<file path="src/rtl/buffer_pool_manager_consts.svh">
// Register numbers, field positions, reset values and figures of the buffer pool manager registers
`ifndef BUFFER_POOL_MANAGER_CONSTS_SVH
`define BUFFER_POOL_MANAGER_CONSTS_SVH

`define BPM_REG_BUFFER_CONFIG     16'h1c00
`define BPM_REG_DROP_LIMIT        16'h1c01
`define BPM_REG_PAUSE_LEVEL       16'h1c02
`define BPM_REG_RESUME_LEVEL      16'h1c03
`define BPM_REG_FLOOD_LIMIT       16'h1c04
`define BPM_REG_PORT0_DROPS       16'h1c05

`define BPM_CFG_COUNTER_TEST_BIT  6
`define BPM_CFG_FIXED_PRIO_BIT    5
`define BPM_CFG_PACING_MSB        4
`define BPM_CFG_PACING_LSB        2
`define BPM_CFG_YELLOW_BIT        1
`define BPM_CFG_RED_BIT           0
`define BPM_CFG_WRITE_MASK        32'h0000007f

`define BPM_CFG_RESET             32'h00000000
`define BPM_DROP_LOW_RESET        8'h49
`define BPM_DROP_HIGH_RESET       8'h64
`define BPM_PAUSE_LOW_RESET       8'h21
`define BPM_PAUSE_HIGH_RESET      8'h3c
`define BPM_RESUME_LOW_RESET      8'h03
`define BPM_RESUME_HIGH_RESET     8'h07
`define BPM_FLOOD_RESET           8'h31

`define BPM_COUNT_RESET           32'h00000000
`define BPM_COUNT_MAX             32'hffffffff
`define BPM_COUNT_TEST_PATTERN    32'h07fffffc

`define BPM_ACTIVE_BUFFERS        8'h24
`define BPM_BUFFER_BYTES          128

`endif

</file>
<file path="src/rtl/buffer_pool_manager_pkg.sv">
// Types shared by the buffer pool manager register files
package buffer_pool_manager_pkg;

	typedef enum logic [1:0] {
		LEVEL_QUIET,
		LEVEL_HIGH,
		LEVEL_LOW
	} level_select_type;

	typedef enum logic {
		SERVICE_ROUND_ROBIN,
		SERVICE_FIXED_PRIORITY
	} service_order_type;

endpackage

</file>
<file path="src/rtl/port_level_monitor.sv">
// Per-port buffer usage compare against the selected thresholds
`include "buffer_pool_manager_consts.svh"

module port_level_monitor (
	input  wire logic                                       mclk_i,
	input  wire logic                                       arst_n_i,
	input  wire logic [7:0]                                 buffers_used_i,
	input  wire buffer_pool_manager_pkg::level_select_type  level_sel_i,
	input  wire logic [7:0]                                 drop_low_i,
	input  wire logic [7:0]                                 drop_high_i,
	input  wire logic [7:0]                                 pause_low_i,
	input  wire logic [7:0]                                 pause_high_i,
	input  wire logic [7:0]                                 resume_low_i,
	input  wire logic [7:0]                                 resume_high_i,
	output logic                                            over_limit_o,
	output logic                                            pause_o,
	output logic                                            resume_o
);

	logic [7:0] drop_sel;
	logic [7:0] pause_sel;
	logic [7:0] resume_sel;
	logic       over_limit_next;
	logic       pause_next;
	logic       resume_next;

	// ---------------------------------------------------------------
	// Threshold select and compare
	// ---------------------------------------------------------------
	always_comb begin
		drop_sel   = (level_sel_i == buffer_pool_manager_pkg::LEVEL_LOW) ? drop_low_i : drop_high_i;
		pause_sel  = (level_sel_i == buffer_pool_manager_pkg::LEVEL_LOW) ? pause_low_i : pause_high_i;
		resume_sel = (level_sel_i == buffer_pool_manager_pkg::LEVEL_LOW) ? resume_low_i : resume_high_i;
		over_limit_next = (buffers_used_i >= drop_sel);
		pause_next      = (buffers_used_i >= pause_sel);
		resume_next     = (buffers_used_i <= resume_sel);
	end

	always_ff @(posedge mclk_i or negedge arst_n_i) begin
		if (!arst_n_i) begin
			over_limit_o <= 1'b0;
			pause_o      <= 1'b0;
			resume_o     <= 1'b0;
		end else begin
			over_limit_o <= over_limit_next;
			pause_o      <= pause_next;
			resume_o     <= resume_next;
		end
	end

endmodule // port_level_monitor

</file>
<file path="src/rtl/buffer_pool_manager_csrs.sv">
// Buffer pool manager control and status registers with port 0 drop counter
`include "buffer_pool_manager_consts.svh"

module buffer_pool_manager_csrs (
	input  wire logic         mclk_i,
	input  wire logic         arst_n_i,
	input  wire logic         reg_wr_i,
	input  wire logic         reg_rd_i,
	input  wire logic [15:0]  reg_addr_i,
	input  wire logic [31:0]  reg_wdata_i,
	input  wire logic [23:0]  buffers_used_i,
	input  wire logic         port0_space_drop_i,
	input  wire logic         port0_red_i,
	input  wire logic         port0_yellow_i,
	input  wire logic         port0_random_hit_i,
	output logic [31:0]       reg_rdata_o,
	output logic              fixed_priority_o,
	output logic [2:0]        pacing_enable_o,
	output logic              yellow_random_o,
	output logic              red_discard_o,
	output logic [7:0]        flood_limit_o,
	output logic [2:0]        port_active_o,
	output logic [2:0]        port_over_limit_o,
	output logic [2:0]        port_pause_o,
	output logic [2:0]        port_resume_o,
	output logic              port0_dropped_o
);

	// ---------------------------------------------------------------
	// Address decode
	// ---------------------------------------------------------------
	function automatic logic [2:0] reg_index(input logic [15:0] addr);
		if (addr == `BPM_REG_BUFFER_CONFIG) begin
			reg_index = 3'h0;
		end else if (addr == `BPM_REG_DROP_LIMIT) begin
			reg_index = 3'h1;
		end else if (addr == `BPM_REG_PAUSE_LEVEL) begin
			reg_index = 3'h2;
		end else if (addr == `BPM_REG_RESUME_LEVEL) begin
			reg_index = 3'h3;
		end else if (addr == `BPM_REG_FLOOD_LIMIT) begin
			reg_index = 3'h4;
		end else if (addr == `BPM_REG_PORT0_DROPS) begin
			reg_index = 3'h5;
		end else begin
			reg_index = 3'h7;
		end
	endfunction

	logic [6:0]  config_reg;
	logic [6:0]  config_next;
	logic [15:0] drop_reg;
	logic [15:0] drop_next;
	logic [15:0] pause_reg;
	logic [15:0] pause_next;
	logic [15:0] resume_reg;
	logic [15:0] resume_next;
	logic [7:0]  flood_reg;
	logic [7:0]  flood_next;
	logic [31:0] count_reg;
	logic [31:0] count_next;
	logic [31:0] rdata_next;
	logic        dropped_next;
	logic [2:0]  wr_idx;
	logic [2:0]  rd_idx;
	logic [2:0]  active_next;
	logic [1:0]  active_count;
	buffer_pool_manager_pkg::level_select_type level_sel;

	assign wr_idx = reg_index(reg_addr_i);
	assign rd_idx = reg_index(reg_addr_i);

	// ---------------------------------------------------------------
	// Writable registers
	// ---------------------------------------------------------------
	always_comb begin
		config_next = config_reg;
		drop_next   = drop_reg;
		pause_next  = pause_reg;
		resume_next = resume_reg;
		flood_next  = flood_reg;
		if (reg_wr_i) begin
			if (wr_idx == 3'h0) begin
				config_next = reg_wdata_i[6:0];
			end else if (wr_idx == 3'h1) begin
				drop_next = reg_wdata_i[15:0];
			end else if (wr_idx == 3'h2) begin
				pause_next = reg_wdata_i[15:0];
			end else if (wr_idx == 3'h3) begin
				resume_next = reg_wdata_i[15:0];
			end else if (wr_idx == 3'h4) begin
				flood_next = reg_wdata_i[7:0];
			end
		end
	end

	always_ff @(posedge mclk_i or negedge arst_n_i) begin
		if (!arst_n_i) begin
			config_reg <= 7'h00;
			drop_reg   <= {`BPM_DROP_LOW_RESET, `BPM_DROP_HIGH_RESET};
			pause_reg  <= {`BPM_PAUSE_LOW_RESET, `BPM_PAUSE_HIGH_RESET};
			resume_reg <= {`BPM_RESUME_LOW_RESET, `BPM_RESUME_HIGH_RESET};
			flood_reg  <= `BPM_FLOOD_RESET;
		end else begin
			config_reg <= config_next;
			drop_reg   <= drop_next;
			pause_reg  <= pause_next;
			resume_reg <= resume_next;
			flood_reg  <= flood_next;
		end
	end

	// ---------------------------------------------------------------
	// Active ports and threshold set
	// ---------------------------------------------------------------
	genvar gp;
	generate
		for (gp = 0; gp < 3; gp++) begin : g_active
			assign active_next[gp] = (buffers_used_i[gp*8 +: 8] >= `BPM_ACTIVE_BUFFERS);
		end
	endgenerate

	always_comb begin
		active_count = 2'(active_next[0]) + 2'(active_next[1]) + 2'(active_next[2]);
		if (active_count >= 2'd2) begin
			level_sel = buffer_pool_manager_pkg::LEVEL_LOW;
		end else if (active_count == 2'd1) begin
			level_sel = buffer_pool_manager_pkg::LEVEL_HIGH;
		end else begin
			level_sel = buffer_pool_manager_pkg::LEVEL_QUIET;
		end
	end

	generate
		for (gp = 0; gp < 3; gp++) begin : g_monitor
			port_level_monitor port_level_monitor_i (
				.mclk_i        (mclk_i),
				.arst_n_i      (arst_n_i),
				.buffers_used_i(buffers_used_i[gp*8 +: 8]),
				.level_sel_i   (level_sel),
				.drop_low_i    (drop_reg[15:8]),
				.drop_high_i   (drop_reg[7:0]),
				.pause_low_i   (pause_reg[15:8]),
				.pause_high_i  (pause_reg[7:0]),
				.resume_low_i  (resume_reg[15:8]),
				.resume_high_i (resume_reg[7:0]),
				.over_limit_o  (port_over_limit_o[gp]),
				.pause_o       (port_pause_o[gp]),
				.resume_o      (port_resume_o[gp])
			);
		end
	endgenerate

	// ---------------------------------------------------------------
	// Port 0 drop counter
	// ---------------------------------------------------------------
	always_comb begin
		dropped_next = port0_space_drop_i
			| (port0_red_i & config_reg[`BPM_CFG_RED_BIT])
			| (port0_yellow_i & config_reg[`BPM_CFG_YELLOW_BIT] & port0_random_hit_i);
		count_next = count_reg;
		// A drop in the read cycle lands after the clear so it is not lost
		if (reg_rd_i && rd_idx == 3'h5) begin
			if (config_reg[`BPM_CFG_COUNTER_TEST_BIT]) begin
				count_next = `BPM_COUNT_TEST_PATTERN;
			end else begin
				count_next = `BPM_COUNT_RESET;
			end
			if (dropped_next) begin
				count_next = count_next + 32'h1;
			end
		end else if (dropped_next && count_reg != `BPM_COUNT_MAX) begin
			count_next = count_reg + 32'h1;
		end
	end

	// ---------------------------------------------------------------
	// Read data
	// ---------------------------------------------------------------
	always_comb begin
		rdata_next = 32'h0;
		if (reg_rd_i) begin
			if (rd_idx == 3'h0) begin
				rdata_next = {25'h0, config_reg};
			end else if (rd_idx == 3'h1) begin
				rdata_next = {16'h0, drop_reg};
			end else if (rd_idx == 3'h2) begin
				rdata_next = {16'h0, pause_reg};
			end else if (rd_idx == 3'h3) begin
				rdata_next = {16'h0, resume_reg};
			end else if (rd_idx == 3'h4) begin
				rdata_next = {24'h0, flood_reg};
			end else if (rd_idx == 3'h5) begin
				rdata_next = count_reg;
			end
		end
	end

	always_ff @(posedge mclk_i or negedge arst_n_i) begin
		if (!arst_n_i) begin
			count_reg         <= `BPM_COUNT_RESET;
			reg_rdata_o       <= 32'h0;
			fixed_priority_o  <= 1'b0;
			pacing_enable_o   <= 3'h0;
			yellow_random_o   <= 1'b0;
			red_discard_o     <= 1'b0;
			flood_limit_o     <= `BPM_FLOOD_RESET;
			port_active_o     <= 3'h0;
			port0_dropped_o   <= 1'b0;
		end else begin
			count_reg         <= count_next;
			reg_rdata_o       <= rdata_next;
			fixed_priority_o  <= config_next[`BPM_CFG_FIXED_PRIO_BIT];
			pacing_enable_o   <= config_next[`BPM_CFG_PACING_MSB:`BPM_CFG_PACING_LSB];
			yellow_random_o   <= config_next[`BPM_CFG_YELLOW_BIT];
			red_discard_o     <= config_next[`BPM_CFG_RED_BIT];
			flood_limit_o     <= flood_next;
			port_active_o     <= active_next;
			port0_dropped_o   <= dropped_next;
		end
	end
endmodule // buffer_pool_manager_csrs

</file>
<file path="config.mk">
export PLATFORM = sky130hd
export DESIGN_NAME = buffer_pool_manager_csrs
export DESIGN_NICKNAME = d
export VERILOG_FILES = /design/src/rtl/buffer_pool_manager_pkg.sv /design/src/rtl/port_level_monitor.sv /design/src/rtl/buffer_pool_manager_csrs.sv
export VERILOG_INCLUDE_DIRS = /design/src /design/src/rtl
export SDC_FILE = /design/constraint.sdc
export NUM_CORES = 1
export LEC_CHECK = 0
export ABC_AREA = 0
export BUFFER_PORTS_ARGS = -buffer_cell sky130_fd_sc_hd__buf_2
export CAP_MARGIN = 20
export CORE_AREA = 2 2 140 142
export CTS_CLUSTER_DIAMETER = 120
export DETAILED_ROUTE_END_ITERATION = 7
export DIE_AREA = 0 0 142 144
export PLACE_DENSITY = 0.67
export SKIP_LAST_GASP = 1
export SYNTH_ARGS = -nofsm -noshare
export SYNTH_HDL_FRONTEND = slang
export SYNTH_HIERARCHICAL = 1
export SYNTH_SLANG_ARGS = --single-unit
</file>
<file path="constraint.sdc">
create_clock -name mclk_i -period 6.3 [get_ports mclk_i]
set_input_delay 0 -clock mclk_i [delete_from_list [all_inputs] [get_ports mclk_i]]
set_output_delay 0 -clock mclk_i [all_outputs]
set_load 0.02 [all_outputs]
</file>
==> flow_metrics.env, run 1 <==
export IMPL_antenna_found_initial=0
export IMPL_avgSynthCellArea_sq_um=10.6
export IMPL_hold_path_class="in2reg"
export IMPL_syn2layout_area_growth_pct=19.3
export IMPL_layout_commonest_cell="buf_2"
export IMPL_fin_ws_ns=2.65
export IMPL_ys_seq_area_frac=0.409
export IMPL_vias=7004
export IMPL_crit_chain="dlygate4sd3_1, buf_2, nor2_1, dlygate4sd3_1, nand2_1, fa_1, nor2b_1, nor2b_2, buf_4, mux2_2, ha_1, nand2b_4, a211oi_2, o21ai_1, a41o_1"
export IMPL_yosysTopAreaCell="dfrtp_1"
export IMPL_worst_pin_slew_ns=1.11
export IMPL_grt_util_met2=0.364
export IMPL_crit_path_max_fanout=24
export IMPL_drive_above_1_share=0.281
export IMPL_cp_required_ns=6.61
export IMPL_routabilityCongestion=0.920
export IMPL_grt_pass1_vias=6695
export IMPL_path_buf_inv=4
export IMPL_syn_nets=970
export IMPL_num_io_pins=139
export IMPL_r2r_start="count_reg[0]"
export IMPL_synthTopCellsByArea="dfrtp_1, ha_1, mux2_2, mux2i_1, dfstp_2"
export IMPL_numCtsBuffers=17
export IMPL_synthArstFlopShare=1.00
export IMPL_fin_skew_ns=0.0120
export IMPL_crit_path_top_delay_cell="dlygate4sd3_1"
export IMPL_pre_cts_ws_ns=2.99
export IMPL_cts_tree="built"
export IMPL_grt_util_met3=0.0520
export IMPL_status="complete, no violations"
export IMPL_placeableCoreArea_sq_um=19100
export IMPL_slowest_delay_ns=0.54
export IMPL_critical_path_class="in2reg"
export IMPL_grt_max_degree=83
export IMPL_netlist_area_leader_share=0.348
export IMPL_drt_iter0_drc=578
export IMPL_cts_setup_buffers=0
export IMPL_fin_nets=1102
export IMPL_startpoint="buffers_used_i[6]"
export IMPL_critPathCaptureType="flop"
export IMPL_leakage_nw=5.05
export IMPL_critPathLaunchType="primary input"
export IMPL_rows=51
export IMPL_mappedNetlistArea_sq_um=8620
export IMPL_layout_common_cells="buf_2, dfrtp_1, ha_1"
export IMPL_synth_ff_type="dfrtp_1"
export IMPL_fin_tns_setup_ns=0
export IMPL_dp_hpwl_um=16700
export IMPL_cts_root_buffer="clkbuf_16"
export IMPL_setup_viol=0
export IMPL_grt_first_pass_wirelength_um=37300
export IMPL_met1_usage=0.344
export IMPL_via_per_inst=5.84
export IMPL_io_buffers=122
export IMPL_fin_crit_sh=0.580
export IMPL_slew_headroom=0.256
export IMPL_synth_edff_count=0
export IMPL_h_tree_depth=4
export IMPL_syn_inst=816
export IMPL_start_util=0.452
export IMPL_rsz0062_at_grt="no"
export IMPL_critPathTopFamily="buffers and inverters"
export IMPL_finalCriticalPeriod_ns=3.65
export IMPL_top_usage_layer="met2"
export IMPL_hp_start="buffers_used_i[7]"
export IMPL_cts_buffer_depth=2
export IMPL_cpMostUsedCell="dlygate4sd3_1"
export IMPL_cts_hold_buf=27
export IMPL_drv_slew=0
export IMPL_arrival_ns=3.97
export IMPL_ir_drop_v=0.000190
export IMPL_yosys_warnings=6
export IMPL_path_clk_slew_ns=0.06
export IMPL_fillers=1692
export IMPL_die_w_um=142
export IMPL_drt_total_wl_um=23800
export IMPL_grtUsageTotal=0.241
export IMPL_first_pass_iters=5
export IMPL_antennaDiodeCount=0
export IMPL_postRouteAntennaNets=0
export IMPL_fmax_mhz=274
export IMPL_powerDensity_nw_per_um2=237
export IMPL_grt_overflow=0
export IMPL_hold_violations=0
export IMPL_wl_per_cell_um=19.9
export IMPL_drc=0
export IMPL_clk_latency_ns=0.43
export IMPL_drv_cap=0
export IMPL_die_area_sq_um=20400
export IMPL_synth_seq_cells=140
export IMPL_die_h_um=144
export IMPL_cts_resized=0
export IMPL_cts_sinks=140
export IMPL_netlist_cell_type_count=52
-- synth_stat cells (7+ instances only) --
cell,number
o211ai_1,9
a21o_1,8
a211oi_1,8
mux2i_1,71
and2_1,20
o21ai_0,30
a222oi_1,7
ha_1,73
xor2_1,11
a21oi_1,57
nor2_1,69
dfrtp_1,120
nand4_1,20
nor3_1,26
o22ai_1,7
clkbuf_1,23
buf_6,8
nand3_1,14
dfstp_2,20
nand2_1,36
mux2_2,71
nor2b_1,17
-- metal layers --
layer | share of wire | routed length (um) | up-vias
met5 | 0 | 0 | -
met4 | 0.022 | 526 | 0
met3 | 0.064 | 1530 | 36
met2 | 0.44 | 10600 | 292
met1 | 0.47 | 11200 | 3395
li1 | - | - | 3281
-- area by class of cell --
| cell class | count | area, sq um | share of cell area |
|---|---|---|---|
| clock inverter | 13 | 203 | 0.0197 |
| multi-input combinational | 626 | 4850 | 0.471 |
| sequential | 140 | 3530 | 0.343 |
| clock buffer | 19 | 443 | 0.0431 |
| timing repair buffer | 156 | 940 | 0.0914 |
| inverter | 7 | 26.3 | 0.00255 |
| tap | 238 | 298 | 0.0290 |
-- kinds of logic after synthesis --
kind of cell    after synthesis  synth area share
simple gates                238             0.145
xor+xnor                     15            0.0152
compound gates              157             0.117
fa+ha+maj                    74             0.108
flops                       140             0.409
buf+inv                      50            0.0308
mux                         142             0.175
-- report_power, final --
part	internal [mW]	switching (mW)
Combinational	0.135	0.165
Sequential	0.948	0.0719
Clock	0.686	0.429
Total	1.77	0.666
-- worst register-to-register path, cell delays in order, from the launching register on --
cell and delay [ns]:
dfrtp_1 0.46, ha_1 0.23, nand3_1 0.14, nor4_1 0.88, nand3_1 0.42, a31oi_4 0.72
nor3_1 0.14, nor4_2 0.26
-- per-stage QoR --
step	hold slack [ns]	power, mW	cell area (sq um)	utilization	std cells
after global routing	0.0207	2.53	10300	0.539	1199
final	0.00690	2.43	10300	0.539	1199
after global placement	0.0781	1.31	9370	0.491	1140
after detailed placement	0.0819	1.32	9370	0.491	1140
after CTS	0.00124	2.45	10300	0.539	1199
after floorplan	-0.296	1.21	8620	-	816
-- worst paths after layout --
path	endpoint	slack, ns	cells after the start
max	g_monitor[1].port_level_monitor_i/over_limit_o	2.65	15
min	g_monitor[0].port_level_monitor_i/pause_o	0.007	3
max reg2reg	count_reg[10]	2.96	7
min reg2reg	config_reg[4]	0.53	1
max in group asynchronous	count_reg[1]	4.92	3
min in group asynchronous	g_monitor[1].port_level_monitor_i/over_limit_o	0.16	2
Note: power is estimated with default switching activity, not from simulation.
==> inputs of run 2 (changes only) <==
--- a/config.mk
+++ b/config.mk
@@ -13,7 +13,7 @@
 export CTS_CLUSTER_DIAMETER = 120
 export DETAILED_ROUTE_END_ITERATION = 7
 export DIE_AREA = 0 0 142 144
-export PLACE_DENSITY = 0.67
+export PLACE_DENSITY = 0.69
 export SKIP_LAST_GASP = 1
 export SYNTH_ARGS = -nofsm -noshare
 export SYNTH_HDL_FRONTEND = slang
==> constraint.sdc (replaced) <==
create_clock -name mclk_i -period 3.25 [get_ports mclk_i]
set_input_delay 0 -clock mclk_i [delete_from_list [all_inputs] [get_ports mclk_i]]
set_output_delay 0 -clock mclk_i [all_outputs]
set_load 0.02 [all_outputs]
==> flow_metrics.env, run 2 (synthesized netlist as in run 1, its figures left out) <==
export IMPL_arrival_ns=3.30
export IMPL_status="complete, no violations"
export IMPL_critPathCaptureType="flop"
export IMPL_path_clk_slew_ns=0.06
export IMPL_placeableCoreArea_sq_um=19100
export IMPL_finalCriticalPeriod_ns=3.00
export IMPL_whs_ns=0.0349
export IMPL_first_pass_iters=5
export IMPL_cts_root_buffer="clkbuf_16"
export IMPL_io_buffers=122
export IMPL_cts_hold_buf=24
export IMPL_swShare=0.261
export IMPL_critPathLaunchType="primary input"
export IMPL_critical_path_class="in2reg"
export IMPL_die_w_um=142
export IMPL_antenna_found_initial=0
export IMPL_setup_viol=0
export IMPL_die_area_sq_um=20400
export IMPL_routabilityCongestion=0.909
export IMPL_cts_buffer_depth=2
export IMPL_num_io_pins=139
export IMPL_slowest_delay_ns=0.54
export IMPL_cts_tree="built"
export IMPL_total_power_mw=4.63
export IMPL_crit_chain="dlygate4sd3_1, buf_2, nor2_1, nand2_1, fa_1, nor2b_1, nor2b_2, buf_4, mux2i_1, ha_1, a211oi_1, o21ai_0, o22a_1"
export IMPL_crit_path_max_fanout=18
export IMPL_fin_skew_ns=0.0125
export IMPL_combPwrFrac=0.126
export IMPL_via_per_inst=5.89
export IMPL_cts_sinks=140
export IMPL_grt_pass1_vias=6879
export IMPL_hold_violations=0
export IMPL_fin_crit_sh=0.922
export IMPL_drive_above_1_share=0.289
export IMPL_cts_setup_buffers=0
export IMPL_layout_commonest_cell="buf_2"
export IMPL_start_util=0.452
export IMPL_worst_pin_slew_ns=0.793
export IMPL_clk_latency_ns=0.42
export IMPL_rsz0062_at_grt="no"
export IMPL_hold_depth=3
export IMPL_rows=51
export IMPL_p_clk_frac=0.447
export IMPL_numCtsBuffers=17
export IMPL_grt_overflow=0
export IMPL_h_tree_depth=4
export IMPL_drv_slew=0
export IMPL_crit_path_top_delay_cell="dlygate4sd3_1"
export IMPL_grt_max_degree=86
export IMPL_seqPwrFrac=0.427
export IMPL_hold_path_class="in2reg"
export IMPL_fin_nets=1110
export IMPL_leakage_nw=5.08
export IMPL_fin_tns_setup_ns=0
export IMPL_fmax_mhz=334
export IMPL_dp_hpwl_um=17200
export IMPL_drt_total_wl_um=23800
export IMPL_antennaDiodeCount=0
export IMPL_p_switching_mw=1.21
export IMPL_cts_resized=0
export IMPL_cp_num_cells=13
export IMPL_path_buf_inv=3
export IMPL_vias=7113
export IMPL_p_int_mw=3.42
export IMPL_postRouteAntennaNets=0
export IMPL_drv_cap=0
export IMPL_drc=0
export IMPL_layout_common_cells="buf_2, dfrtp_1, ha_1"
export IMPL_die_h_um=144
export IMPL_fillers=1679
export IMPL_slew_headroom=0.471
export IMPL_syn2layout_area_growth_pct=19.9
export IMPL_grtUsageTotal=0.239
export IMPL_critPathTopFamily="buffers and inverters"
export IMPL_ir_drop_v=0.000360
export IMPL_powerDensity_nw_per_um2=448
export IMPL_r2r_cells=9
export IMPL_cp_required_ns=3.56
export IMPL_grt_first_pass_wirelength_um=37000
export IMPL_drt_iter0_drc=483
export IMPL_wl_per_cell_um=19.7
run 2: cell types whose count changed in the layout (fill, tap and decap cells not counted), sizes merged:
cell / previous run / this run
buf: 129 / 140
inv: 13 / 7
clkbuf: 19 / 24
dlygate4sd3: 27 / 24
bufinv: 4 / 3
clkinv: 2 / 3
clkinvlp: 1 / 2
run 2: final cells by class:
type | instances | area, sq um | area share
Clock inverter | 8 | 131 | 0.0127
Timing Repair Buffer | 164 | 1000 | 0.0972
Tap cell | 238 | 298 | 0.0288
Clock buffer | 24 | 502 | 0.0485
Multi-Input combinational cell | 626 | 4850 | 0.469
Sequential cell | 140 | 3530 | 0.341
Inverter | 7 | 26.3 | 0.00254
run 2: power by group through the flow:
stage	registers [mW]	logic, mW	clock network, mW
finish	1.97	0.583	2.07
global placement	2.00	0.543	0
detailed placement	2.00	0.561	0
global route	1.99	0.660	2.19
floorplan	1.97	0.380	0
CTS	1.97	0.586	2.11
run 2: worst reg2reg max path, stage by stage (launching register included):
cell and delay [ns]:
dfrtp_1 0.47, ha_1 0.22, nand3_1 0.14, nor4_1 0.36, buf_4 0.21, nand3_1 0.20, a31oi_4 0.41, buf_4 0.25
a211oi_1 0.08, nor3_2 0.18
run 2: metal layers:
layer,GRT usage,vias to the layer above,share of wire
li1,-,3313,-
met1,0.330,3422,0.44
met2,0.364,322,0.44
met3,0.0619,56,0.083
met4,0.0884,0,0.032
met5,0,-,0
run 2: per-stage QoR:
stage                      util  instance area (sq um)  worst slack, ns  std cells
after floorplan               -                   8620            0.695        816
after global placement    0.496                   9460            0.264       1151
after detailed placement  0.496                   9460            0.233       1151
after CTS                 0.542                  10300            0.287       1207
after global routing      0.542                  10300            0.118       1207
final                     0.542                  10300            0.253       1207
run 2: path summary, 6_finish.rpt:
check | from | end | slack [ns]
worst max-delay path | buffers_used_i[22] | g_monitor[2].port_level_monitor_i/pause_o | 0.25
min in group asynchronous | arst_n_i | port_active_o[2] | 0.18
worst min-delay path | buffers_used_i[13] | g_monitor[1].port_level_monitor_i/over_limit_o | 0.03
worst max register to register | count_reg[0] | count_reg[15] | 0.66
max in group asynchronous | arst_n_i | resume_reg[0] | 2.24
worst min register to register | config_reg[4] | config_reg[4] | 0.53
